$ cat src/bafe_pkg.sv
// Package with register map, field positions, tables and timing for the battery AFE register bank
package bafe_pkg;
  localparam int unsigned CLK_HZ = 10_000_000;
  localparam int unsigned CC_PERIOD_MS = 250;
  localparam int unsigned CC_PERIOD_CYCLES = CC_PERIOD_MS * (CLK_HZ / 1000);

  localparam logic [2:0] IDX_STATUS = 3'h0;
  localparam logic [2:0] IDX_BAL_LOW = 3'h1;
  localparam logic [2:0] IDX_BAL_MID = 3'h2;
  localparam logic [2:0] IDX_BAL_HIGH = 3'h3;
  localparam logic [2:0] IDX_CTRL_ONE = 3'h4;
  localparam logic [2:0] IDX_CTRL_TWO = 3'h5;
  localparam logic [2:0] IDX_SC_PROT = 3'h6;
  localparam logic [2:0] IDX_OC_PROT = 3'h7;
  localparam int unsigned REG_COUNT = 8;

  localparam logic [7:0] RESET_BYTE = 8'h00;
  localparam logic [4:0] BAL_MASK = 5'h1F;

  // Status bits
  localparam int unsigned ST_READY = 7;
  localparam int unsigned ST_FAULT = 5;
  localparam int unsigned ST_ALERT = 4;
  localparam int unsigned ST_UV = 3;
  localparam int unsigned ST_OV = 2;
  localparam int unsigned ST_SC = 1;
  localparam int unsigned ST_OC = 0;
  localparam logic [7:0] STATUS_MASK = 8'hBF;

  // Control one bits
  localparam int unsigned C1_LOAD = 7;
  localparam int unsigned C1_ADC = 4;
  localparam int unsigned C1_TEMP = 3;
  localparam int unsigned C1_RSVD = 2;
  localparam int unsigned C1_SHUT_A = 1;
  localparam int unsigned C1_SHUT_B = 0;

  // Control two bits
  localparam int unsigned C2_BYPASS = 7;
  localparam int unsigned C2_CONT = 6;
  localparam int unsigned C2_SINGLE = 5;
  localparam int unsigned C2_RSVD_HI = 4;
  localparam int unsigned C2_RSVD_LO = 2;
  localparam int unsigned C2_DSG = 1;
  localparam int unsigned C2_CHG = 0;

  // Protection fields
  localparam int unsigned P1_RANGE = 7;
  localparam int unsigned P1_RSVD = 5;
  localparam int unsigned P1_SCD_HI = 4;
  localparam int unsigned P1_SCD_LO = 3;
  localparam int unsigned P1_SCT_HI = 2;
  localparam int unsigned P2_OCD_HI = 6;
  localparam int unsigned P2_OCD_LO = 4;
  localparam int unsigned P2_OCT_HI = 3;

  localparam logic [1:0] RESP_OKAY = 2'h0;
  localparam logic [1:0] RESP_SLVERR = 2'h2;

  localparam logic [7:0] SC_UPPER_MV [8] = '{8'h2C, 8'h43, 8'h59, 8'h6F, 8'h85, 8'h9B, 8'hB2, 8'hC8};
  localparam logic [7:0] SC_LOWER_MV [8] = '{8'h16, 8'h21, 8'h2C, 8'h38, 8'h43, 8'h4E, 8'h59, 8'h64};
  localparam logic [7:0] OC_UPPER_MV [16] = '{8'h11, 8'h16, 8'h1C, 8'h21, 8'h27, 8'h2C, 8'h32,
    8'h38, 8'h3D, 8'h43, 8'h48, 8'h4E, 8'h53, 8'h59, 8'h5E, 8'h64};
  localparam logic [7:0] OC_LOWER_MV [16] = '{8'h08, 8'h0B, 8'h0E, 8'h11, 8'h13, 8'h16, 8'h19,
    8'h1C, 8'h1F, 8'h21, 8'h24, 8'h27, 8'h2A, 8'h2C, 8'h2F, 8'h32};
  localparam logic [10:0] OC_DELAY_MS [8] = '{11'h008, 11'h014, 11'h028, 11'h050,
    11'h0A0, 11'h140, 11'h280, 11'h500};
  localparam logic [17:0] SC_DELAY_US [4] = '{18'h00046, 18'h00064, 18'h000C8, 18'h00190};
  localparam logic [10:0] BYPASS_DELAY_MS = 11'h0FA;
  localparam logic [17:0] BYPASS_DELAY_US = 18'h3D090;

  typedef enum logic [1:0] {
    BAFE_SHUT_START,
    BAFE_SHUT_ARMED,
    BAFE_SHUT_IGNORED
  } bafe_shut_t;
endpackage : bafe_pkg

$ cat src/bafe_regs.sv
// Control and status register bank of the battery monitor front end, AXI4-Lite slave
`timescale 1ns/1ps
// Functional notes
// - Status flags clear on write-one, zero keeps
// - Result-ready sets per result, host only clears
// - Internal fault latches; host clears after waiting
// - Alert override latches only when not self-driven
// - Each protection fault latches its own bit
// - Three balance registers, five cell enables each
// - Load-present reads charge pin level, driver off
// - ADC enable gates conversions and overvoltage protection
// - Temperature select: die or thermistor source
// - Shutdown only after 00, 01, 10 sequence
// - Delay bypass forces roughly 250 ms delays
// - Continuous counting ignores the single trigger
// - Single trigger: one 250 ms run, then ready
// - Trigger only when idle and ready clear
// - Control two drives discharge and charge outputs
// - Range bit doubles overcurrent and short thresholds
// - Short-circuit delay code picks 70 to 400 us
// - Short-circuit threshold code picks eight levels
// - Overcurrent delay code picks 8 to 1280 ms
// - Overcurrent threshold code picks sixteen levels
module bafe_regs #(
  parameter int unsigned ADDR_W           = 8,
  parameter int unsigned CC_PERIOD_CYCLES = bafe_pkg::CC_PERIOD_CYCLES
) (
  input  wire logic              aclk,
  input  wire logic              aresetn,
  input  wire logic [ADDR_W-1:0] awaddr,
  input  wire logic              awvalid,
  output logic                   awready,
  input  wire logic [31:0]       wdata,
  input  wire logic [3:0]        wstrb,
  input  wire logic              wvalid,
  output logic                   wready,
  output logic [1:0]             bresp,
  output logic                   bvalid,
  input  wire logic              bready,
  input  wire logic [ADDR_W-1:0] araddr,
  input  wire logic              arvalid,
  output logic                   arready,
  output logic [31:0]            rdata,
  output logic [1:0]             rresp,
  output logic                   rvalid,
  input  wire logic              rready,
  input  wire logic              internal_fault_event,
  input  wire logic              undervoltage_event,
  input  wire logic              overvoltage_event,
  input  wire logic              short_circuit_event,
  input  wire logic              overcurrent_event,
  input  wire logic              alert_pin_level,
  input  wire logic              alert_self_drive,
  input  wire logic              charge_pin_above_load,
  output logic [14:0]            cell_balance_enable,
  output logic                   conversions_enable,
  output logic                   overvoltage_protect_enable,
  output logic                   temp_source_thermistor,
  output logic                   shutdown_request,
  output logic                   counter_active,
  output logic                   discharge_driver_output,
  output logic                   charge_driver_output,
  output logic                   threshold_range_select,
  output logic [17:0]            short_circuit_delay_us,
  output logic [7:0]             short_circuit_threshold_mv,
  output logic [10:0]            overcurrent_delay_ms,
  output logic [7:0]             overcurrent_threshold_mv
);

  localparam int unsigned CNT_W = $clog2(CC_PERIOD_CYCLES + 1);
  localparam logic [CNT_W-1:0] CNT_LAST = CNT_W'(CC_PERIOD_CYCLES - 1);

  function automatic logic addr_ok(input logic [ADDR_W-1:0] a);
    addr_ok = (a[1:0] == 2'h0) && (a[ADDR_W-1:2] < (ADDR_W-2)'(bafe_pkg::REG_COUNT));
  endfunction : addr_ok

  function automatic logic [2:0] addr_idx(input logic [ADDR_W-1:0] a);
    addr_idx = a[4:2];
  endfunction : addr_idx

  logic [7:0]         status;
  logic [4:0]         bal_low;
  logic [4:0]         bal_mid;
  logic [4:0]         bal_high;
  logic               load_present;
  logic               adc_en;
  logic               temp_sel;
  logic               c1_rsvd;
  logic [1:0]         shut_bits;
  logic               delay_bypass;
  logic               cc_continuous;
  logic               cc_trigger;
  logic [2:0]         c2_rsvd;
  logic               discharge_driver_on;
  logic               charge_driver_on;
  logic [7:0]         sc_prot;
  logic [6:0]         oc_prot;
  bafe_pkg::bafe_shut_t shut_state;
  logic [CNT_W-1:0]   cc_count;

  logic               aw_full;
  logic               w_full;
  logic [ADDR_W-1:0]  aw_addr_q;
  logic [7:0]         wbyte;
  logic               wlane;
  logic               wr_fire;
  logic               wr_ok;
  logic [2:0]         wr_idx;
  logic               cc_run;
  logic               cc_done;
  logic [7:0]         rd_value;
  logic [7:0]         status_set;
  logic [7:0]         status_clr;

  assign wr_fire = aw_full && w_full && !bvalid;
  assign wr_ok   = wr_fire && addr_ok(aw_addr_q) && wlane;
  assign wr_idx  = addr_idx(aw_addr_q);
  assign cc_run  = cc_continuous || cc_trigger;
  assign cc_done = cc_run && (cc_count == CNT_LAST);

  // Write address and data taken in either order, response after both
  always_ff @(posedge aclk) begin
    if (!aresetn) begin
      awready   <= 1'b0;
      aw_full   <= 1'b0;
      aw_addr_q <= '0;
    end else if (awvalid && awready) begin
      awready   <= 1'b0;
      aw_full   <= 1'b1;
      aw_addr_q <= awaddr;
    end else if (wr_fire) begin
      aw_full <= 1'b0;
    end else if (!aw_full && !bvalid) begin
      awready <= 1'b1;
    end
  end

  always_ff @(posedge aclk) begin
    if (!aresetn) begin
      wready <= 1'b0;
      w_full <= 1'b0;
      wbyte  <= bafe_pkg::RESET_BYTE;
      wlane  <= 1'b0;
    end else if (wvalid && wready) begin
      wready <= 1'b0;
      w_full <= 1'b1;
      wbyte  <= wdata[7:0];
      wlane  <= wstrb[0];
    end else if (wr_fire) begin
      w_full <= 1'b0;
    end else if (!w_full && !bvalid) begin
      wready <= 1'b1;
    end
  end

  always_ff @(posedge aclk) begin
    if (!aresetn) begin
      bvalid <= 1'b0;
      bresp  <= bafe_pkg::RESP_OKAY;
    end else if (wr_fire) begin
      bvalid <= 1'b1;
      bresp  <= addr_ok(aw_addr_q) ? bafe_pkg::RESP_OKAY : bafe_pkg::RESP_SLVERR;
    end else if (bready) begin
      bvalid <= 1'b0;
    end
  end

  // Read value; unnamed bits stay zero
  always_comb begin
    rd_value = bafe_pkg::RESET_BYTE;
    case (addr_idx(araddr))
      bafe_pkg::IDX_STATUS:   rd_value = status & bafe_pkg::STATUS_MASK;
      bafe_pkg::IDX_BAL_LOW:  rd_value = {3'h0, bal_low};
      bafe_pkg::IDX_BAL_MID:  rd_value = {3'h0, bal_mid};
      bafe_pkg::IDX_BAL_HIGH: rd_value = {3'h0, bal_high};
      bafe_pkg::IDX_CTRL_ONE: rd_value = {load_present, 2'h0, adc_en, temp_sel, c1_rsvd, shut_bits};
      bafe_pkg::IDX_CTRL_TWO: rd_value = {delay_bypass, cc_continuous, cc_trigger, c2_rsvd,
                                          discharge_driver_on, charge_driver_on};
      bafe_pkg::IDX_SC_PROT:  rd_value = {sc_prot[7], 1'b0, sc_prot[5:0]};
      bafe_pkg::IDX_OC_PROT:  rd_value = {1'b0, oc_prot};
      default:                rd_value = bafe_pkg::RESET_BYTE;
    endcase
  end

  always_ff @(posedge aclk) begin
    if (!aresetn) begin
      arready <= 1'b0;
      rvalid  <= 1'b0;
      rdata   <= '0;
      rresp   <= bafe_pkg::RESP_OKAY;
    end else if (arvalid && arready) begin
      arready <= 1'b0;
      rvalid  <= 1'b1;
      rdata   <= addr_ok(araddr) ? {24'h000000, rd_value} : 32'h00000000;
      rresp   <= addr_ok(araddr) ? bafe_pkg::RESP_OKAY : bafe_pkg::RESP_SLVERR;
    end else if (rvalid && rready) begin
      rvalid <= 1'b0;
    end else if (!rvalid) begin
      arready <= 1'b1;
    end
  end

  // Status flags: a set in the clearing cycle wins
  always_comb begin
    status_set = 8'h00;
    status_clr = 8'h00;
    status_set[bafe_pkg::ST_READY] = cc_done;
    status_set[bafe_pkg::ST_FAULT] = internal_fault_event;
    status_set[bafe_pkg::ST_ALERT] = alert_pin_level && !alert_self_drive;
    status_set[bafe_pkg::ST_UV]    = undervoltage_event;
    status_set[bafe_pkg::ST_OV]    = overvoltage_event && adc_en;
    status_set[bafe_pkg::ST_SC]    = short_circuit_event;
    status_set[bafe_pkg::ST_OC]    = overcurrent_event;
    if (wr_ok && wr_idx == bafe_pkg::IDX_STATUS) begin
      status_clr = wbyte & bafe_pkg::STATUS_MASK;
    end
  end

  always_ff @(posedge aclk) begin
    if (!aresetn) begin
      status <= bafe_pkg::RESET_BYTE;
    end else begin
      status <= ((status & ~status_clr) | status_set) & bafe_pkg::STATUS_MASK;
    end
  end

  // Balance enables and protection settings
  always_ff @(posedge aclk) begin
    if (!aresetn) begin
      bal_low  <= '0;
      bal_mid  <= '0;
      bal_high <= '0;
      sc_prot  <= bafe_pkg::RESET_BYTE;
      oc_prot  <= '0;
    end else if (wr_ok) begin
      case (wr_idx)
        bafe_pkg::IDX_BAL_LOW:  bal_low <= wbyte[4:0] & bafe_pkg::BAL_MASK;
        bafe_pkg::IDX_BAL_MID:  bal_mid <= wbyte[4:0] & bafe_pkg::BAL_MASK;
        bafe_pkg::IDX_BAL_HIGH: bal_high <= wbyte[4:0] & bafe_pkg::BAL_MASK;
        bafe_pkg::IDX_SC_PROT:  sc_prot <= {wbyte[7], 1'b0, wbyte[5:0]};
        bafe_pkg::IDX_OC_PROT:  oc_prot <= wbyte[6:0];
        default: ;
      endcase
    end
  end

  // Control one; reserved bit stored as the host leaves it
  always_ff @(posedge aclk) begin
    if (!aresetn) begin
      adc_en    <= 1'b0;
      temp_sel  <= 1'b0;
      c1_rsvd   <= 1'b0;
      shut_bits <= 2'h0;
    end else if (wr_ok && wr_idx == bafe_pkg::IDX_CTRL_ONE) begin
      adc_en    <= wbyte[bafe_pkg::C1_ADC];
      temp_sel  <= wbyte[bafe_pkg::C1_TEMP];
      c1_rsvd   <= wbyte[bafe_pkg::C1_RSVD];
      shut_bits <= {wbyte[bafe_pkg::C1_SHUT_A], wbyte[bafe_pkg::C1_SHUT_B]};
    end
  end

  always_ff @(posedge aclk) begin
    if (!aresetn) begin
      load_present <= 1'b0;
    end else begin
      load_present <= charge_pin_above_load && !charge_driver_on;
    end
  end

  // Shutdown sequence; any stray control one write spoils it until 00 is written again
  always_ff @(posedge aclk) begin
    if (!aresetn) begin
      shut_state       <= bafe_pkg::BAFE_SHUT_START;
      shutdown_request <= 1'b0;
    end else begin
      shutdown_request <= 1'b0;
      if (wr_ok && wr_idx == bafe_pkg::IDX_CTRL_ONE) begin
        case ({wbyte[bafe_pkg::C1_SHUT_A], wbyte[bafe_pkg::C1_SHUT_B]})
          2'h0: shut_state <= bafe_pkg::BAFE_SHUT_START;
          2'h1: shut_state <= (shut_state == bafe_pkg::BAFE_SHUT_START) ?
                              bafe_pkg::BAFE_SHUT_ARMED : bafe_pkg::BAFE_SHUT_IGNORED;
          2'h2: begin
            shutdown_request <= (shut_state == bafe_pkg::BAFE_SHUT_ARMED);
            shut_state       <= bafe_pkg::BAFE_SHUT_IGNORED;
          end
          default: shut_state <= bafe_pkg::BAFE_SHUT_IGNORED;
        endcase
      end
    end
  end

  // Control two, except the single trigger
  always_ff @(posedge aclk) begin
    if (!aresetn) begin
      delay_bypass  <= 1'b0;
      cc_continuous <= 1'b0;
      c2_rsvd       <= 3'h0;
      discharge_driver_on        <= 1'b0;
      charge_driver_on        <= 1'b0;
    end else if (wr_ok && wr_idx == bafe_pkg::IDX_CTRL_TWO) begin
      delay_bypass  <= wbyte[bafe_pkg::C2_BYPASS];
      cc_continuous <= wbyte[bafe_pkg::C2_CONT];
      c2_rsvd       <= wbyte[bafe_pkg::C2_RSVD_HI:bafe_pkg::C2_RSVD_LO];
      discharge_driver_on        <= wbyte[bafe_pkg::C2_DSG];
      charge_driver_on        <= wbyte[bafe_pkg::C2_CHG];
    end
  end

  // Single trigger; a trigger left set under continuous mode waits for it to end
  always_ff @(posedge aclk) begin
    if (!aresetn) begin
      cc_trigger <= 1'b0;
    end else if (cc_done && !cc_continuous) begin
      cc_trigger <= 1'b0;
    end else if (wr_ok && wr_idx == bafe_pkg::IDX_CTRL_TWO && wbyte[bafe_pkg::C2_SINGLE] &&
                 !wbyte[bafe_pkg::C2_CONT] && !cc_continuous && !status[bafe_pkg::ST_READY]) begin
      cc_trigger <= 1'b1;
    end
  end

  always_ff @(posedge aclk) begin
    if (!aresetn || !cc_run) begin
      cc_count <= '0;
    end else if (cc_done) begin
      cc_count <= '0;
    end else begin
      cc_count <= cc_count + CNT_W'(1);
    end
  end

  // Registered outputs and decoded protection settings
  always_ff @(posedge aclk) begin
    if (!aresetn) begin
      cell_balance_enable        <= '0;
      conversions_enable         <= 1'b0;
      overvoltage_protect_enable <= 1'b0;
      temp_source_thermistor     <= 1'b0;
      counter_active             <= 1'b0;
      discharge_driver_output    <= 1'b0;
      charge_driver_output       <= 1'b0;
      threshold_range_select     <= 1'b0;
      short_circuit_delay_us     <= bafe_pkg::SC_DELAY_US[0];
      short_circuit_threshold_mv <= bafe_pkg::SC_LOWER_MV[0];
      overcurrent_delay_ms       <= bafe_pkg::OC_DELAY_MS[0];
      overcurrent_threshold_mv   <= bafe_pkg::OC_LOWER_MV[0];
    end else begin
      cell_balance_enable        <= {bal_high, bal_mid, bal_low};
      conversions_enable         <= adc_en;
      overvoltage_protect_enable <= adc_en;
      temp_source_thermistor     <= temp_sel;
      counter_active             <= cc_run;
      discharge_driver_output    <= discharge_driver_on;
      charge_driver_output       <= charge_driver_on;
      threshold_range_select     <= sc_prot[bafe_pkg::P1_RANGE];
      short_circuit_delay_us     <= delay_bypass ? bafe_pkg::BYPASS_DELAY_US :
        bafe_pkg::SC_DELAY_US[sc_prot[bafe_pkg::P1_SCD_HI:bafe_pkg::P1_SCD_LO]];
      short_circuit_threshold_mv <= sc_prot[bafe_pkg::P1_RANGE] ?
        bafe_pkg::SC_UPPER_MV[sc_prot[bafe_pkg::P1_SCT_HI:0]] :
        bafe_pkg::SC_LOWER_MV[sc_prot[bafe_pkg::P1_SCT_HI:0]];
      overcurrent_delay_ms       <= delay_bypass ? bafe_pkg::BYPASS_DELAY_MS :
        bafe_pkg::OC_DELAY_MS[oc_prot[bafe_pkg::P2_OCD_HI:bafe_pkg::P2_OCD_LO]];
      overcurrent_threshold_mv   <= sc_prot[bafe_pkg::P1_RANGE] ?
        bafe_pkg::OC_UPPER_MV[oc_prot[bafe_pkg::P2_OCT_HI:0]] :
        bafe_pkg::OC_LOWER_MV[oc_prot[bafe_pkg::P2_OCT_HI:0]];
    end
  end
endmodule : bafe_regs

$ cat config.mk
export PLATFORM = sky130hd
export DESIGN_NAME = bafe_regs
export DESIGN_NICKNAME = d
export VERILOG_FILES = /design/src/bafe_pkg.sv /design/src/bafe_regs.sv
export SDC_FILE = /design/constraint.sdc
export NUM_CORES = 1
export LEC_CHECK = 0
export BUFFER_PORTS_ARGS = -buffer_cell sky130_fd_sc_hd__buf_2
export CORE_ASPECT_RATIO = 0.75
export CORE_MARGIN = 2
export CORE_UTILIZATION = 30
export CTS_BUF_LIST = sky130_fd_sc_hd__clkbuf_4 sky130_fd_sc_hd__clkbuf_8
export CTS_CLUSTER_DIAMETER = 120
export DETAILED_ROUTE_END_ITERATION = 10
export PLACE_DENSITY_LB_ADDON = 0.1
export SYNTH_ARGS = -nofsm -noshare
export SYNTH_HDL_FRONTEND = slang
export SYNTH_SLANG_ARGS = --single-unit
$ cat constraint.sdc
create_clock -name aclk -period 5.5 [get_ports aclk]
set_input_delay 1.1 -clock aclk [delete_from_list [all_inputs] [get_ports aclk]]
set_output_delay 1.1 -clock aclk [all_outputs]
set_load 0.02 [all_outputs]
After elaboration in Yosys (flattened, before gate mapping)
Memory sizes are Yosys's and may differ from the RTL's.
Cells that the tools add are included.
{"block": "op_classes", "n_bitwise": 11, "n_shift": 0, "n_mul": 0, "div": 0, "n_eq_ne": 18, "n_reduce_logical": 61, "magnitude_cmp": 6, "addsub": 1, "mux": 31}
{"op": "two-way mux 8 bit", "n": 13}
{"op": "one-hot mux 8 bit (8 select lines)", "n": 1}
{"op": "two-way mux 18 bit", "n": 3}
{"op": "binary-select mux 18 bit (select 2 bit)", "n": 1}
{"op": "equality test 3 bit (second input constant)", "n": 8}
{"op": "logical AND 1 bit", "n": 24}
{"op": "adder 22 x 1 -> 22 bit (second input constant)", "n": 1}
{"op": "equality test 22 bit (second input constant)", "n": 1}
{"op": "two-way mux 11 bit", "n": 2}
{"op": "AND reduction 2 bit", "n": 8}
{"op": "equality test 3 x 2 -> 1 bit (second input constant)", "n": 4}
{"op": "< comparator 6 x 4 -> 1 bit (second input constant)", "n": 2}
{"op": "OR reduction 2 bit", "n": 6}
{"op": "zero test 1 bit", "n": 10}
{"op": "bitwise AND 8 bit", "n": 1}
{"op": "greater-or-equal comparator 4 bit (second input constant)", "n": 2}
{"op": "zero test 2 bit", "n": 4}
{"op": "inverter 3 -> 4 bit", "n": 2}
{"op": "inverter 8 bit", "n": 1}
{"op": "bitwise OR 8 bit", "n": 1}
{"op": "nonzero test 2 bit", "n": 4}
{"op": "two-way mux 1 bit", "n": 7}
{"op": "equality test 3 x 1 -> 1 bit (second input constant)", "n": 2}
{"op": "zero test 3 bit", "n": 2}
{"op": "other kinds (11)", "n": 18}
{"block": "word_totals", "word_cells": 180, "output_inout_bits": 109, "ramBits": 0, "mem_bits_ro": 472, "latch_bits": 0, "n_memories": 5, "regBits": 202, "input_bits": 67}
{"memory": "(no name shown)", "depth": 16, "width": 8, "read_ports": 1, "rd_clocked_by_memory_dff": 0, "write_ports": 0, "line_no": "bafe_regs.sv:364", "source": "bafe_pkg::OC_LOWER_MV[oc_prot[bafe_pkg::P2_OCT_HI:0]];"}
{"memory": "(no name shown)", "depth": 16, "width": 8, "read_ports": 1, "rd_clocked_by_memory_dff": 0, "write_ports": 0, "line_no": "bafe_regs.sv:363", "source": "bafe_pkg::OC_UPPER_MV[oc_prot[bafe_pkg::P2_OCT_HI:0]] :"}
{"memory": "(no name shown)", "depth": 8, "width": 11, "read_ports": 1, "rd_clocked_by_memory_dff": 0, "write_ports": 0, "line_no": "bafe_regs.sv:361", "source": "bafe_pkg::OC_DELAY_MS[oc_prot[bafe_pkg::P2_OCD_HI:bafe_pkg::P2_OCD_LO]];"}
{"memory": "(no name shown)", "depth": 8, "width": 8, "read_ports": 1, "rd_clocked_by_memory_dff": 0, "write_ports": 0, "line_no": "bafe_regs.sv:359", "source": "bafe_pkg::SC_LOWER_MV[sc_prot[bafe_pkg::P1_SCT_HI:0]];"}
{"memory": "(no name shown)", "depth": 8, "width": 8, "read_ports": 1, "rd_clocked_by_memory_dff": 0, "write_ports": 0, "line_no": "bafe_regs.sv:358", "source": "bafe_pkg::SC_UPPER_MV[sc_prot[bafe_pkg::P1_SCT_HI:0]] :"}

Logic depth before layout (Yosys ltp)
{"block": "depth", "word_depth": 9, "depth_mapped": 6, "ltp_nobuf": 6}

Worst setup path after synthesis
OpenSTA, ideal clock, no wires.
{"block": "synth_timing", "kind": "input to register", "start": "input port araddr[2]", "end": "register rdata[0]", "setup_ns": 0.128, "n_path_buf": 2, "setup_slack_ns": 3.047, "t_arrival_ns": 2.325, "required_time_ns": 5.372, "cell_stages": 6, "cell_sequence": "clkbuf_1 -> clkbuf_1 -> mux2i_1 -> o22ai_1 -> a221oi_1 -> o31ai_1"}
{"block": "synth_between", "elab_chain_cells": 3, "word_cells_on_any_way": 12, "cone_classes": "order compare (1); eq/ne (7); mux (2); reduce/logical (2)"}
{"element": "start, declared", "line_no": "bafe_regs.sv:40", "source": "input wire logic [ADDR_W-1:0] araddr,"}
{"element": "< comparator 6 x 4 -> 1 bit (tied with other cells)", "line_no": "bafe_regs.sv:74", "source": "addr_ok = (a[1:0] == 2'h0) && (a[ADDR_W-1:2] < (ADDR_W-2)'(bafe_pkg::REG_COUNT));"}
{"element": "logical AND 1 bit or one-hot mux 8 bit (8 select lines) (tied branches)", "line_no": "bafe_regs.sv:74, bafe_regs.sv:171"}
{"element": "two-way mux 8 bit *", "line_no": "bafe_regs.sv:194", "source": "rdata <= addr_ok(araddr) ? {24'h000000, rd_value} : 32'h00000000;"}
{"element": "end signal, assigned", "line_no": "bafe_regs.sv:194"}
{"element": "end, declared", "line_no": "bafe_regs.sv:43", "source": "output logic [31:0] rdata,"}
Every way passes the cells marked *; elsewhere a longest branch is shown, timed or not.
A chain may end at the register's enable or synchronous reset.

Worst setup path after layout
{"block": "layout_timing", "start": "input port aresetn", "end": "register arready"}
{"block": "layout_between", "elab_chain_cells": 2}
{"element": "start, declared", "line_no": "bafe_regs.sv:29", "source": "input wire logic aresetn,"}
{"element": "inverter 1 bit (no line)"}
{"element": "OR reduction 2 bit (no line)"}
{"element": "end signal, assigned", "line_no": "bafe_regs.sv:187", "source": "arready <= 1'b0;"}
{"element": "end signal, assigned", "line_no": "bafe_regs.sv:192", "source": "arready <= 1'b0;"}
{"element": "end signal, assigned", "line_no": "bafe_regs.sv:199", "source": "arready <= 1'b1;"}
{"element": "end, declared", "line_no": "bafe_regs.sv:42", "source": "output logic arready,"}
No other way between the ends.

==> key figures <==
Worst setup path
  – Number of buffer and inverter instances along the worst setup path: 2
  – Signal arrival time at the worst endpoint: 2860 ps
  – Critical path, cell by cell: buf_2, inv_2, a21oi_1, a21boi_0
  – Startpoint types: input pin
  – Critical Path End Type: register
  – Category of cells accounting for the largest share of critical-path delay: compound AO/OA/AOI/OAI gates
  – Type of the worst setup path: in2reg
  – Critical path peak fanout: 32
  – Critical path required time: 5890 ps
  – Launch point of the worst reg-to-reg path: cc_count[0]
  – CP Launch Point: aresetn
  – Peak per-stage delay on the critical path: 720 ps
  – Critical-path top delay cell: sky130_fd_sc_hd__a21oi_1

Clocking
  – Clock transition at path regs: 90 ps
  – TritonCTS clock tree: done
  – Number of buffers added to fix hold violations after cts: 0
  – Number of sinks driven by the clock tree: 163
  – Clock buffer depth: 2
  – Number of gates resized after cts: 0
  – Maximum level of the CTS H-tree: 4
  – Root buf cell: sky130_fd_sc_hd__clkbuf_8
  – Clock Latency Late Sink: 450 ps
  – Buffer count from post-CTS setup fixing: 0
  – CTS Buf Count: 17

STA
  – Worst max-slew margin expressed relative to the limit: 31.74%
  – Portion of the clock cycle consumed by the worst path in the final layout: 44.99%
  – Maximum clock rate: 404.1 MHz
  – Unrepaired setup endpoints after global routing: no
  – Final-layout worst hold slack: 460.5 ps
  – Slew @ Worst Pin: 1016 ps
  – Skew final: 14.00 ps
  – Number of hold violations in the final report: 0
  – Number of setup violations in the final report: 0
  – Final-report max-slew violation count: 0
  – Clock period minus worst slack: 2475 ps
  – Post-route setup TNS: 0 ps

Global routing
  – Most crowded layer after global routing: met1
  – Pin count of the biggest net entering global routing: 37
  – GRT overflow: 0
  – Met1 usage in global routing: 22.89%
  – Wire length of the first global-routing pass: 28.70 mm
  – Number of global-route vias before repair: 5,005
  – GRT Total Usage: 15.20%
  – Antenna violations before repair: 0
  – GR Util met3: 3.333%
  – Met2 Resource Use GR: 21.48%

Drt
  – DR DRC count: 0
  – Vias per Instance: 4.574
  – Violation count after the first detailed-routing iteration: 360
  – Number of detailed-routing iterations run before antenna repair: 4
  – Final routed wirelength across all metal layers: 18.39 mm
  – Count of antenna-violating nets left after detailed routing: 0
  – Via count: 5,416
  – Routed length per placed instance: 15.53 um

Die
  – DIE WIDTH: 179.7 um
  – DIE AREA: 24,410 um2
  – Core area: 22,880 um2
  – Height of the chip: 135.8 um
  – Number of placement rows: 48
  – Starting density of the core: 30.36%
  – Number of ports placed on the die boundary: 176

Synth
  – Avg Cell Area, Syn: 8.942 um2
  – Number of cells produced by synthesis: 777
  – Largest cells by area after synthesis: sky130_fd_sc_hd__dfxtp_1 (47%), sky130_fd_sc_hd__mux2i_1 (4.9%), sky130_fd_sc_hd__nand2_1 (4.5%)
  – Async set or reset register ratio after synthesis: 0%
  – Number of distinct standard cells referenced by the synthesized netlist: 67
  – Flop and latch count out of synthesis: 163
  – Post-synthesis cell type with the largest combined area: sky130_fd_sc_hd__dfxtp_1
  – Cell with the most instances after synthesis: sky130_fd_sc_hd__dfxtp_1
  – Proportion of synthesized chip area in sequential cells: 46.97%
  – Warning count from the yosys run: 0
  – Cell area after synthesis: 6948 um2
  – Commonest cells in the netlist: sky130_fd_sc_hd__dfxtp_1 (163), sky130_fd_sc_hd__nand2_1 (84), sky130_fd_sc_hd__nor2_1 (76)
  – Share of Yosys cell area claimed by the top area cell type: 46.97%
  – Top flip-flop cell by instance count after synthesis: sky130_fd_sc_hd__dfxtp_1
  – Post-synth EDFFs: 0

Layout
  – Share of post-route cells with drive strength above 1: 19.23%
  – Multi-input gate area in the final layout: 3217 um2
  – Net count of the finished layout: 953
  – Area added between synthesis and finish: 15.60%
  – Final Instance Area: 8031 um2
  – Inserted Diodes: 0
  – Area occupied by registers: 3263 um2
  – Filler cells: 2,400

Power
  – Maximum ir drop on the vdd rail: 154.0 uV
  – Internal Pwr Total: 1707 uW
  – Share of power burned in the clock network: 41.3%
  – Total power density per cell area: 283.0 nW/um2
  – Reported net switching power: 566.1 uW
  – Part of the total power dissipated in sequential elements: 53.4%
  – Combinational share of power: 5.2%
  – Static Leakage: 0.003339 uW
  – Switching part of the total power: 24.90%
  – Total chip power: 2273 uW

Placement
  – HPWL Detailed: 13.25 mm
  – Buffers added on ports: 115
  – Area of placed instances: 7607 um2
  – Weighted congestion at the end of routability-driven global placement: 0.7498

Job
  – Max-cap viol count: 0

Hold path
  – Classification of the worst-slack hold path: reg2reg
  – Launch instance of the worst min-delay path: bal_low[4]

Status
  – Outcome: finished clean
[state kept, by name (all words and copies together), names as in the netlist, 8 cells and up]
| register | flops |
|---|---|
| cc_count | 22 |
| short_circuit_delay_us | 9 |
| rdata | 8 |
| short_circuit_threshold_mv | 8 |
| wbyte | 8 |
| aw_addr_q | 8 |
| overcurrent_delay_ms | 9 |
| cell_balance_enable | 15 |
[logic make-up after synthesis]
kind of cell / share of synthesized area, %
buffers and inverters: 8.464
xor gates and xnor gates: 1.765
AOI/OAI and AO/OA: 13.60
muxes: 6.843
adders and majority gates: 2.701
DFF: 46.97
and+or+nand+nor: 19.61
other: 0.05397
[per-stage QoR]
stage / setup slack (ps) / cells / utilization (%)
after detailed placement: 2495 / 1152 / 33.25
after global placement: 2564 / 1152 / 33.25
final: 3025 / 1184 / 35.10
after global routing: 2795 / 1184 / 35.10
after floorplan: 3047 / 809 / -
after CTS: 2993 / 1184 / 35.10
[final timing paths]
| path | end | slack (ps) | cells after the start |
|---|---|---|---|
| worst max-delay path | arready | 3030 | 4 |
| worst min-delay path | cell_balance_enable[4] | 460 | 2 |
| worst max register to register | cc_count[10] | 3140 | 5 |
| worst min register to register | cell_balance_enable[4] | 460 | 2 |
[metal layers]
layer / up-vias / wire length, um
li1: 2791 / -
met1: 2485 / 10010
met2: 130 / 7346
met3: 10 / 871
met4: 0 / 163
met5: - / 0
[cell usage in the layout, fill, tap and decap left out, types with 4 or more instances in the layout]
cell type / n
sky130_fd_sc_hd__mux2_2: 6
sky130_fd_sc_hd__or3_1: 9
sky130_fd_sc_hd__nand4_1: 7
sky130_fd_sc_hd__conb_1: 33
sky130_fd_sc_hd__nor3_1: 9
sky130_fd_sc_hd__a31oi_1: 4
sky130_fd_sc_hd__a22o_1: 5
sky130_fd_sc_hd__inv_1: 41
sky130_fd_sc_hd__clkinvlp_4: 5
sky130_fd_sc_hd__a21oi_1: 47
sky130_fd_sc_hd__clkbuf_8: 19
sky130_fd_sc_hd__o21ai_0: 37
sky130_fd_sc_hd__nand4b_1: 5
sky130_fd_sc_hd__ha_1: 15
sky130_fd_sc_hd__and2_1: 15
sky130_fd_sc_hd__nand2_1: 84
sky130_fd_sc_hd__nor2b_1: 9
sky130_fd_sc_hd__o31ai_1: 9
sky130_fd_sc_hd__buf_2: 115
sky130_fd_sc_hd__or4_1: 7
sky130_fd_sc_hd__mux2i_1: 34
sky130_fd_sc_hd__nand3_1: 17
sky130_fd_sc_hd__a221oi_1: 7
sky130_fd_sc_hd__nor2_1: 76
sky130_fd_sc_hd__xnor2_1: 11
sky130_fd_sc_hd__dfxtp_1: 163
sky130_fd_sc_hd__o21ai_1: 6
sky130_fd_sc_hd__a211oi_1: 13
sky130_fd_sc_hd__nand2b_1: 10
[power by group through the flow]
stage               combinational (uW)  clock [uW]  sequential, uW
floorplan                          100           0            1240
global placement                   120           0            1240
detailed placement                 119           0            1240
CTS                                120         972            1220
global route                       131        1020            1220
finish                             119         940            1210
[area by class of cell]
cell class | instances | area share (%)
sequential | 163 | 40.63
multi-input combinational | 529 | 40.05
timing repair buffer | 117 | 7.353
tap | 300 | 4.674
clock buffer | 20 | 3.349
inverter | 43 | 2.010
clock inverter | 12 | 1.932
[worst reg2reg max path: cells and delay by family, from the launching register on]
kind,cells,cell delay [ps]
adder cells (fa/ha/maj),1,220
flip-flops,1,400
AND/OR/NAND/NOR,3,900
AO/OA/AOI/OAI,1,690
(Power assumes the default switching activity.)
